### config.mk
export PLATFORM = sky130hd
export DESIGN_NAME = smd_decoder
export DESIGN_NICKNAME = d
export VERILOG_FILES = /design/src/hdl/smd_pkg.sv /design/src/hdl/smd_decoder.sv
export SDC_FILE = /design/constraint.sdc
export NUM_CORES = 1
export LEC_CHECK = 0
export ABC_AREA = 1
export ABC_CLOCK_PERIOD_IN_PS = 2300
export BUFFER_PORTS_ARGS = -buffer_cell sky130_fd_sc_hd__buf_2
export CORE_ASPECT_RATIO = 0.75
export CORE_MARGIN = 4
export CORE_UTILIZATION = 58
export DETAILED_ROUTE_END_ITERATION = 10
export GPL_TIMING_DRIVEN = 0
export PLACE_DENSITY_LB_ADDON = 0.15
export SLEW_MARGIN = 20
export SYNTH_ARGS = -nofsm -noshare
export SYNTH_HDL_FRONTEND = slang
export SYNTH_SLANG_ARGS = --single-unit
### constraint.sdc
create_clock -name clk -period 2.3 [get_ports clk]
set_clock_uncertainty 0.2 [all_clocks]
set_input_delay 0.345 -clock clk [delete_from_list [all_inputs] [get_ports clk]]
set_output_delay 0.345 -clock clk [all_outputs]
set_load 0.05 [all_outputs]
### src/hdl/smd_pkg.sv
// package: constants, register map and carrier types of the memory address decoder
package smd_pkg;

  // address map boundaries
  localparam logic [35:0] SMD_4G_BASE      = 36'h1_0000_0000;
  localparam logic [31:0] SMD_DOS_LOW_END  = 32'h0007_FFFF;
  localparam logic [31:0] SMD_DOS_HI_END   = 32'h0009_FFFF;
  localparam logic [31:0] SMD_VGA_BASE     = 32'h000A_0000;
  localparam logic [31:0] SMD_VGA_END      = 32'h000B_FFFF;
  localparam logic [31:0] SMD_EXP_BASE     = 32'h000C_0000;
  localparam logic [31:0] SMD_EXP_END      = 32'h000D_FFFF;
  localparam logic [31:0] SMD_EBIOS_BASE   = 32'h000E_0000;
  localparam logic [31:0] SMD_EBIOS_END    = 32'h000E_FFFF;
  localparam logic [31:0] SMD_SBIOS_END    = 32'h000F_FFFF;
  localparam logic [31:0] SMD_EXT_BASE     = 32'h0010_0000;
  localparam logic [31:0] SMD_IOAPIC_BASE  = 32'hFEC0_0000;
  localparam logic [31:0] SMD_GAP_BASE     = 32'hFEC0_FFFF;
  localparam logic [31:0] SMD_HBIOS_BASE   = 32'hFFE0_0000;

  // segment geometry: 16 KB segments selected by address bits [16:14]
  localparam int SMD_SEG_LSB      = 14;
  localparam int SMD_SEG_SEL_W    = 3;
  localparam int SMD_EXP_SEGS     = 8;
  localparam int SMD_EBIOS_SEGS   = 4;
  localparam int SMD_ATTR_W       = 2;
  localparam int SMD_ATTR_RD      = 0;
  localparam int SMD_ATTR_WR      = 1;

  // 1 MB granule windows compare address bits [31:20]
  localparam int SMD_GRAN_LSB     = 20;
  localparam int SMD_GRAN_W       = 12;

  // register offsets (byte addresses)
  localparam logic [7:0] SMD_REG_CTRL    = 8'h00;
  localparam logic [7:0] SMD_REG_TOM     = 8'h04;
  localparam logic [7:0] SMD_REG_HOLE    = 8'h08;
  localparam logic [7:0] SMD_REG_AGPWIN  = 8'h0C;
  localparam logic [7:0] SMD_REG_AGPPREF = 8'h10;
  localparam logic [7:0] SMD_REG_APERT   = 8'h14;
  localparam logic [7:0] SMD_REG_SEGATTR = 8'h18;
  localparam logic [7:0] SMD_REG_STATUS  = 8'h1C;

  // field positions
  localparam int SMD_CTRL_FIXED_HOLE = 0;
  localparam int SMD_CTRL_VGA_AGP    = 1;
  localparam int SMD_CTRL_EXT_HOLE   = 2;
  localparam int SMD_CTRL_W          = 3;
  localparam int SMD_PAIR_LO_LSB     = 0;
  localparam int SMD_PAIR_HI_LSB     = 16;
  localparam int SMD_SEG_EXP_LSB     = 0;
  localparam int SMD_SEG_EBIOS_LSB   = 16;
  localparam int SMD_SEG_SBIOS_LSB   = 24;
  localparam int SMD_SEG_W           = 26;

  // reset values
  localparam logic [SMD_CTRL_W-1:0] SMD_CTRL_RST = 3'h0;
  localparam logic [SMD_SEG_W-1:0]  SMD_SEG_RST  = 26'h0;
  localparam logic [11:0]           SMD_ZERO12   = 12'h000;

  typedef enum logic [1:0] {SMD_SRC_HOST, SMD_SRC_PCI, SMD_SRC_AGP} smd_src_t;

  typedef enum logic [2:0] {
    SMD_DST_NONE, SMD_DST_DRAM, SMD_DST_PCI, SMD_DST_AGP, SMD_DST_TERM
  } smd_dst_t;

  typedef struct packed {
    logic [35:0] addr;
    logic        write;
    smd_src_t    src;
    logic        dac;
  } smd_req_t;

  typedef struct packed {
    smd_dst_t    dest;
    logic        read_zero;
    logic        discard;
    logic [31:0] addr;
  } smd_rsp_t;

endpackage

### src/hdl/smd_decoder.sv
// memory address decoder: classifies each memory access and names its destination
//
// Behaviour
// - host accesses at or above 4 GB terminated internally
// - host writes above 4 GB: data discarded
// - host reads above 4 GB return zeros
// - dual address cycles never claimed
// - gaps, video, holes, windows go to PCI
// - DRAM under a hole is never relocated
// - first 512 KB always DRAM
// - 512-640 KB DRAM unless fixed hole set
// - video range ignores attributes, PCI or AGP
// - only PCI-to-AGP memory writes cross bridges
// - eight expansion segments with four attribute states
// - four extended firmware segments, read/write attributes
// - system firmware segment resets disabled, goes PCI
// - 1 MB to top of memory is DRAM
// - AGP window and aperture override default PCI
// - interrupt controller range routed to PCI
// - gap below high firmware PCI when above top of memory
// - top 2 MB firmware routed to PCI
// - two AGP base/limit pairs forward to AGP
// - windows compare A[31:20], inclusive 1 MB granule
// - VGA bit sends video range to AGP
//
// Implementation choices: the placing of the registers and the plain strobed port.
`timescale 1ns/1ps
module smd_decoder
  import smd_pkg::*;
#(
  parameter logic [11:0] TOM_RST = 12'h010
) (
  // clock and reset
  input  wire logic              clk,
  input  wire logic              arst_n,
  // register port
  input  wire logic [7:0]        reg_addr,
  input  wire logic [31:0]       reg_wdata,
  input  wire logic              reg_wr,
  input  wire logic              reg_rd,
  output logic [31:0]            reg_rdata,
  // access to classify
  input  wire logic              req_valid,
  input  wire smd_pkg::smd_req_t req,
  // routing decision, one cycle after the request
  output logic                   rsp_valid,
  output smd_pkg::smd_rsp_t      rsp
);
  import smd_pkg::*;

  logic [SMD_CTRL_W-1:0] ctrl_r;
  logic [11:0]           tom_r;
  logic [11:0]           hole_base_r;
  logic [11:0]           hole_limit_r;
  logic [11:0]           agp_window_base_r;
  logic [11:0]           agp_window_limit_r;
  logic [11:0]           agp_prefetch_window_base_r;
  logic [11:0]           agp_prefetch_window_limit_r;
  logic [11:0]           apert_base_r;
  logic [11:0]           apert_mask_r;
  logic [SMD_SEG_W-1:0]  seg_attr_r;
  smd_dst_t              last_dest_r;
  logic                  last_zero_r;
  smd_rsp_t              rsp_nxt;

  logic fixed_dram_hole_control;
  logic bridge_control_vga;
  logic ext_hole_en;
  assign fixed_dram_hole_control = ctrl_r[SMD_CTRL_FIXED_HOLE];
  assign bridge_control_vga      = ctrl_r[SMD_CTRL_VGA_AGP];
  assign ext_hole_en             = ctrl_r[SMD_CTRL_EXT_HOLE];

  // inclusive base/limit match on a 1 MB granule
  function automatic logic in_window(input logic [31:0] a, input logic [11:0] base,
                                     input logic [11:0] limit);
    logic [11:0] g;
    g = a[31:SMD_GRAN_LSB];
    return (g >= base) && (g <= limit);
  endfunction

  // segment attribute decides DRAM versus PCI; a disabled segment is never DRAM
  function automatic logic seg_dram(input logic [SMD_ATTR_W-1:0] attr, input logic wr);
    return wr ? attr[SMD_ATTR_WR] : attr[SMD_ATTR_RD];
  endfunction

  // register writes
  always_ff @(posedge clk or negedge arst_n) begin
    if (!arst_n) begin
      ctrl_r                      <= SMD_CTRL_RST;
      tom_r                       <= TOM_RST;
      hole_base_r                 <= SMD_ZERO12;
      hole_limit_r                <= SMD_ZERO12;
      agp_window_base_r           <= SMD_ZERO12;
      agp_window_limit_r          <= SMD_ZERO12;
      agp_prefetch_window_base_r  <= SMD_ZERO12;
      agp_prefetch_window_limit_r <= SMD_ZERO12;
      apert_base_r                <= SMD_ZERO12;
      apert_mask_r                <= SMD_ZERO12;
      seg_attr_r                  <= SMD_SEG_RST;
    end else if (reg_wr) begin
      if (reg_addr == SMD_REG_CTRL) begin
        ctrl_r <= reg_wdata[SMD_CTRL_W-1:0];
      end else if (reg_addr == SMD_REG_TOM) begin
        tom_r <= reg_wdata[SMD_PAIR_LO_LSB +: SMD_GRAN_W];
      end else if (reg_addr == SMD_REG_HOLE) begin
        hole_base_r  <= reg_wdata[SMD_PAIR_LO_LSB +: SMD_GRAN_W];
        hole_limit_r <= reg_wdata[SMD_PAIR_HI_LSB +: SMD_GRAN_W];
      end else if (reg_addr == SMD_REG_AGPWIN) begin
        agp_window_base_r  <= reg_wdata[SMD_PAIR_LO_LSB +: SMD_GRAN_W];
        agp_window_limit_r <= reg_wdata[SMD_PAIR_HI_LSB +: SMD_GRAN_W];
      end else if (reg_addr == SMD_REG_AGPPREF) begin
        agp_prefetch_window_base_r  <= reg_wdata[SMD_PAIR_LO_LSB +: SMD_GRAN_W];
        agp_prefetch_window_limit_r <= reg_wdata[SMD_PAIR_HI_LSB +: SMD_GRAN_W];
      end else if (reg_addr == SMD_REG_APERT) begin
        apert_base_r <= reg_wdata[SMD_PAIR_LO_LSB +: SMD_GRAN_W];
        apert_mask_r <= reg_wdata[SMD_PAIR_HI_LSB +: SMD_GRAN_W];
      end else if (reg_addr == SMD_REG_SEGATTR) begin
        seg_attr_r <= reg_wdata[SMD_SEG_W-1:0];
      end
    end
  end

  // register reads, data valid the cycle after the strobe only
  always_ff @(posedge clk or negedge arst_n) begin
    if (!arst_n) begin
      reg_rdata <= 32'h0;
    end else if (reg_rd) begin
      if (reg_addr == SMD_REG_CTRL) begin
        reg_rdata <= {29'h0, ctrl_r};
      end else if (reg_addr == SMD_REG_TOM) begin
        reg_rdata <= {20'h0, tom_r};
      end else if (reg_addr == SMD_REG_HOLE) begin
        reg_rdata <= {4'h0, hole_limit_r, 4'h0, hole_base_r};
      end else if (reg_addr == SMD_REG_AGPWIN) begin
        reg_rdata <= {4'h0, agp_window_limit_r, 4'h0, agp_window_base_r};
      end else if (reg_addr == SMD_REG_AGPPREF) begin
        reg_rdata <= {4'h0, agp_prefetch_window_limit_r, 4'h0, agp_prefetch_window_base_r};
      end else if (reg_addr == SMD_REG_APERT) begin
        reg_rdata <= {4'h0, apert_mask_r, 4'h0, apert_base_r};
      end else if (reg_addr == SMD_REG_SEGATTR) begin
        reg_rdata <= {6'h0, seg_attr_r};
      end else if (reg_addr == SMD_REG_STATUS) begin
        reg_rdata <= {28'h0, last_zero_r, last_dest_r};
      end else begin
        reg_rdata <= 32'h0;
      end
    end else begin
      reg_rdata <= 32'h0;
    end
  end

  // address classification
  logic [31:0]                  a32;
  logic [SMD_SEG_SEL_W-1:0]     seg_idx;
  logic                         agp_hit;
  logic                         apert_hit;
  logic                         hole_hit;
  logic                         below_tom;
  logic                         exp_dram;
  logic                         ebios_dram;
  logic                         sbios_dram;
  smd_dst_t                     map_dst;

  assign a32       = req.addr[31:0];
  assign seg_idx   = a32[SMD_SEG_LSB +: SMD_SEG_SEL_W];
  assign agp_hit   = in_window(a32, agp_window_base_r, agp_window_limit_r) ||
                     in_window(a32, agp_prefetch_window_base_r,
                               agp_prefetch_window_limit_r);
  // aperture is naturally aligned: mask bits clear the size-dependent low granules
  assign apert_hit = ((a32[31:SMD_GRAN_LSB] & ~apert_mask_r) ==
                      (apert_base_r & ~apert_mask_r));
  assign hole_hit  = ext_hole_en && in_window(a32, hole_base_r, hole_limit_r);
  assign below_tom = a32[31:SMD_GRAN_LSB] < tom_r;

  // per-segment attribute lookup, indexed by segment number
  always_comb begin
    exp_dram   = seg_dram(seg_attr_r[SMD_SEG_EXP_LSB + seg_idx*SMD_ATTR_W +: SMD_ATTR_W],
                          req.write);
    ebios_dram = seg_dram(seg_attr_r[SMD_SEG_EBIOS_LSB +
                                     seg_idx[1:0]*SMD_ATTR_W +: SMD_ATTR_W],
                          req.write);
    sbios_dram = seg_dram(seg_attr_r[SMD_SEG_SBIOS_LSB +: SMD_ATTR_W], req.write);
  end

  // global map below 4 GB; compatibility and main-memory checks come first
  always_comb begin
    map_dst = SMD_DST_PCI;
    if (a32 <= SMD_DOS_LOW_END) begin
      map_dst = SMD_DST_DRAM;
    end else if (a32 <= SMD_DOS_HI_END) begin
      map_dst = fixed_dram_hole_control ? SMD_DST_PCI : SMD_DST_DRAM;
    end else if (a32 <= SMD_VGA_END) begin
      map_dst = bridge_control_vga ? SMD_DST_AGP : SMD_DST_PCI;
    end else if (a32 <= SMD_EXP_END) begin
      map_dst = exp_dram ? SMD_DST_DRAM : SMD_DST_PCI;
    end else if (a32 <= SMD_EBIOS_END) begin
      map_dst = ebios_dram ? SMD_DST_DRAM : SMD_DST_PCI;
    end else if (a32 <= SMD_SBIOS_END) begin
      map_dst = sbios_dram ? SMD_DST_DRAM : SMD_DST_PCI;
    end else if (below_tom) begin
      // the hole only steers to PCI; the address is never shifted upward
      map_dst = hole_hit ? SMD_DST_PCI : SMD_DST_DRAM;
    end else if (a32 >= SMD_HBIOS_BASE) begin
      map_dst = SMD_DST_PCI;
    end else if (a32 >= SMD_GAP_BASE) begin
      map_dst = SMD_DST_PCI;
    end else if (a32[31:SMD_GRAN_LSB] == SMD_IOAPIC_BASE[31:SMD_GRAN_LSB]) begin
      map_dst = SMD_DST_PCI;
    end else if (agp_hit) begin
      map_dst = SMD_DST_AGP;
    end else if (apert_hit) begin
      map_dst = SMD_DST_DRAM;
    end
  end

  // source-dependent claim and termination
  always_comb begin
    rsp_nxt           = '0;
    rsp_nxt.addr      = a32;
    rsp_nxt.dest      = map_dst;
    if (req.dac) begin
      rsp_nxt.dest = SMD_DST_NONE;
    end else if (req.addr >= SMD_4G_BASE) begin
      rsp_nxt.dest = (req.src == SMD_SRC_HOST) ? SMD_DST_TERM : SMD_DST_NONE;
      rsp_nxt.discard   = req.write;
      rsp_nxt.read_zero = !req.write;
    end else if (req.src == SMD_SRC_PCI && map_dst == SMD_DST_AGP && !req.write) begin
      rsp_nxt.dest = SMD_DST_NONE;
    end else if (req.src == SMD_SRC_PCI && map_dst == SMD_DST_PCI) begin
      // a PCI master's own range is never claimed back
      rsp_nxt.dest = SMD_DST_NONE;
    end else if (req.src == SMD_SRC_AGP && map_dst != SMD_DST_DRAM) begin
      rsp_nxt.dest = SMD_DST_NONE;
    end
  end

  // decision register
  always_ff @(posedge clk or negedge arst_n) begin
    if (!arst_n) begin
      rsp_valid <= 1'b0;
      rsp       <= '0;
    end else begin
      rsp_valid <= req_valid;
      if (req_valid) begin
        rsp <= rsp_nxt;
      end
    end
  end

  // status: last decision, readable by software
  always_ff @(posedge clk or negedge arst_n) begin
    if (!arst_n) begin
      last_dest_r <= SMD_DST_NONE;
      last_zero_r <= 1'b0;
    end else if (req_valid) begin
      last_dest_r <= rsp_nxt.dest;
      last_zero_r <= rsp_nxt.read_zero;
    end
  end

endmodule // smd_decoder

==> impl_metrics.env <==
export IMPL_status="finished, violations left"
export IMPL_violations="negative setup slack"
export IMPL_r2r_start="tom_r[4]"
export IMPL_synth_top_area_cell="dfrtp_1"
export IMPL_start_kind="flip-flop"
export IMPL_maxCapViolations=0
export IMPL_synthFlopType="dfrtp_1"
export IMPL_via_per_inst=5.84
export IMPL_grt_max_degree=96
export IMPL_synth_distinct_cells=50
export IMPL_synth_most_common_cell="nand2_1"
export IMPL_hold_class="in2reg"
export IMPL_end_kind="flip-flop"
export IMPL_drt_iter0_markers=1306
export IMPL_placed_cells_incl_taps=1796
export IMPL_cts_made_buffers=21
export IMPL_synth_xor_xnor_area_share=0
export IMPL_fin_nets=1792
export IMPL_wl_per_cell_um=20.1
export IMPL_synth_top_cell_area_share=0.446
export IMPL_final_cell_area_sq_um=13700
export IMPL_cpLargestDelayFamily="simple AND/OR/NAND/NOR gates"
export IMPL_overflow=0
export IMPL_synthesis_area_sq_um=11300
export IMPL_ff2ff_path_depth=18
export IMPL_r2r_end="last_dest_r[0]"
export IMPL_clock_latency_ps=500
export IMPL_row_count=43
export IMPL_path_cells="inv_2 > ha_4 > nand2_2 > inv_2 > o21bai_1 > nand2_1 > nand2_1 > nand2_2 > a21oi_4 > nand4_1 > nand2_1 > nand2_1 > nand2_2 > nand2_2 > nor2_2 > nand2_1 > nand3_1 > nand2_1"
export IMPL_vdd_ir_drop_max_v=0.000583
export IMPL_slowest_stage="dfstp_2"
export IMPL_worst_hold_path_endpoint="agp_window_base_r[5]"
export IMPL_crit_top_cell="nand2_1"
export IMPL_htreeDepth=1
export IMPL_io_buffers=145
export IMPL_rsz0062_at_grt="true"
export IMPL_cp_required_ps=2480
export IMPL_synthSimpleGateAreaFrac=0.204
export IMPL_p_leak_nw=6.76
export IMPL_synth_edf_count=0
export IMPL_die_x_um=169
export IMPL_start_util=0.602
export IMPL_synth_fa_ha_area_frac=0.0916
export IMPL_dieHeight_um=129
export IMPL_clockBufferDepth=3
export IMPL_setup_viol=2
export IMPL_dp_hpwl_mm=27.5
export IMPL_worst_pin_slew_ps=697
export IMPL_final_cells=1882
export IMPL_synth_mux_area_frac=0.00199
export IMPL_synthTopCellsByCount="nand2_1, dfrtp_1, inv_1"
export IMPL_cts_tree="done"
export IMPL_firstDrtPassIters=5
export IMPL_syn_inst=1399
export IMPL_drt_total_wl_mm=37.8
export IMPL_grt_pass1_vias=10500
export IMPL_fmaxAchievable_ghz=0.412
export IMPL_placed_cell_area_sq_um=12400
export IMPL_critPathKind="reg2reg"
export IMPL_ys_ff_latch=203
export IMPL_synth_compound_area_frac=0.160
export IMPL_syn2layout_area_growth_pct=20.9
export IMPL_n_antenna_cell=0
export IMPL_drive_above_1_share=0.191
export IMPL_grt_first_pass_wirelength_mm=57.9
export IMPL_hold_ws_ps=0.528
export IMPL_clkSlewWorstSetupHoldPaths_ps=60
export IMPL_crit_buf_inv=2
export IMPL_synthTopCellsByArea="dfrtp_1, nand2_1, ha_1, o21ai_0, inv_1"
export IMPL_power_mw=8.53
export IMPL_fillers=1538
export IMPL_synth_top_family_by_area="simple AND/OR/NAND/NOR gates"
export IMPL_clockRootBuffer="clkbuf_16"
export IMPL_path_max_fanout=3
export IMPL_rrSetupSlack_ps=-120
export IMPL_hold_violations=0
export IMPL_antenna_found_initial=0
export IMPL_gp_congestion=0.932
export IMPL_drc=0
export IMPL_avgSynthCellArea_sq_um=8.10
export IMPL_antenna_violating_nets_post_route=0
export IMPL_timing_final_crit_share=1.05
export IMPL_relSlewSlack=0.534
export IMPL_cts_sinks=203
export IMPL_ios=155
export IMPL_ys_seq_area_frac=0.448
export IMPL_slew_violations=0
export IMPL_yosysWarnings=0
export IMPL_design_core_area_sq_um=18800
export IMPL_power_density_nw_per_um2=623
export IMPL_via_count=11000
export IMPL_fin_ws_ps=-125
export IMPL_dieArea_sq_um=21900
export IMPL_async_flop_share=1.00
export IMPL_cp_arrival_ps=2610
export IMPL_slowest_delay_ps=550
export IMPL_fin_crit_ps=2420
export IMPL_track_usage=0.340
export IMPL_hold_start="reg_wdata[5]"
export IMPL_holdPathStages=3
export IMPL_fin_tns_setup_ps=-249
[worst max path at each step]
stage | startpoint | end | cells past startpoint
floorplan | tom_r[4] | last_dest_r[1] | 18
global placement | arst_n | rsp[3] | 1
CTS | tom_r[4] | last_dest_r[0] | 18
detailed placement | req[24] | last_dest_r[1] | 19
finish | tom_r[4] | last_dest_r[0] | 18
global route | hole_limit_r[10] | last_dest_r[0] | 15
[power breakdown]
| group | total (mW) | internal [mW] | switching, mW | leakage, nW |
|---|---|---|---|---|
| sequential | 3.87 | 3.74 | 0.129 | 2.74 |
| combinational | 1.37 | 0.447 | 0.926 | 3.71 |
| clock | 3.29 | 1.88 | 1.41 | 0.315 |
[stage by stage]
| stage | setup slack (ps) | utilization |
|---|---|---|
| finish | -125 | 0.728 |
| CTS | -64.8 | 0.721 |
| global route | -286 | 0.728 |
| floorplan | 179 | - |
| detailed placement | -687 | 0.661 |
| global placement | -2760 | 0.657 |
[final cells by class]
type / instances / area (sq um) / share of cell area
repair buffers: 199 / 1260 / 0.0919
inverters: 192 / 724 / 0.0529
plain buffers: 56 / 349 / 0.0255
well taps: 247 / 309 / 0.0226
flip-flops and latches: 203 / 5080 / 0.371
clock inverters: 6 / 57.6 / 0.00420
multi-input cells: 951 / 5340 / 0.390
clock buffers: 28 / 582 / 0.0425
[cell usage in the layout (no fill, tap or decap), drive strengths merged, types with 14 or more instances in the layout]
cell type / count
nand3: 38
inv: 189
o221ai: 14
nor2: 66
dfrtp: 202
dlygate4sd3: 31
ha: 83
buf: 207
o21ai: 179
clkbuf: 45
a21oi: 65
nand2: 412
[sequential cells by signal, indices dropped and copies added (netlist names)]
signal and flops:
rsp 33, reg_rdata 28, seg_attr_r 26, agp_prefetch_window_base_r 12
agp_prefetch_window_limit_r 12, agp_window_base_r 12, agp_window_limit_r 12, apert_base_r 12
apert_mask_r 12, hole_base_r 12, hole_limit_r 12, tom_r 12
ctrl_r 3, last_dest_r 3, last_zero_r 1, rsp_valid 1
[what timing repair did]
item                                   CTS  global route
resized for setup                       22            16
pin swaps                               14            15
setup endpoints to repair                2             2
hold buffers                            31             0
endpoints found under the hold margin  146             0
buffers inserted                        13             8
[tightest hold or removal path, delay by kind of cell]
kind,cells,cell delay [ps]
compound gates,1,150
buf+inv,2,160
[routing by layer]
layer  global-route usage  wire, um  vias to the layer above
li1                     -         -                     5016
met1                0.491     15500                     5244
met2                0.516     16600                      655
met3               0.0933      4860                       72
met4               0.0809       821                        2
met5               0.0152        46                        -
[cell families (layout without fill, tap and decap cells)]
group,after synthesis,in the layout
adders and majority gates,83,83
other,1,4
AOI/OAI and AO/OA,310,310
DFF,203,203
and+or+nand+nor,552,552
muxes,2,2
buffers and inverters,248,481
Power figures use the tool's default switching activity.
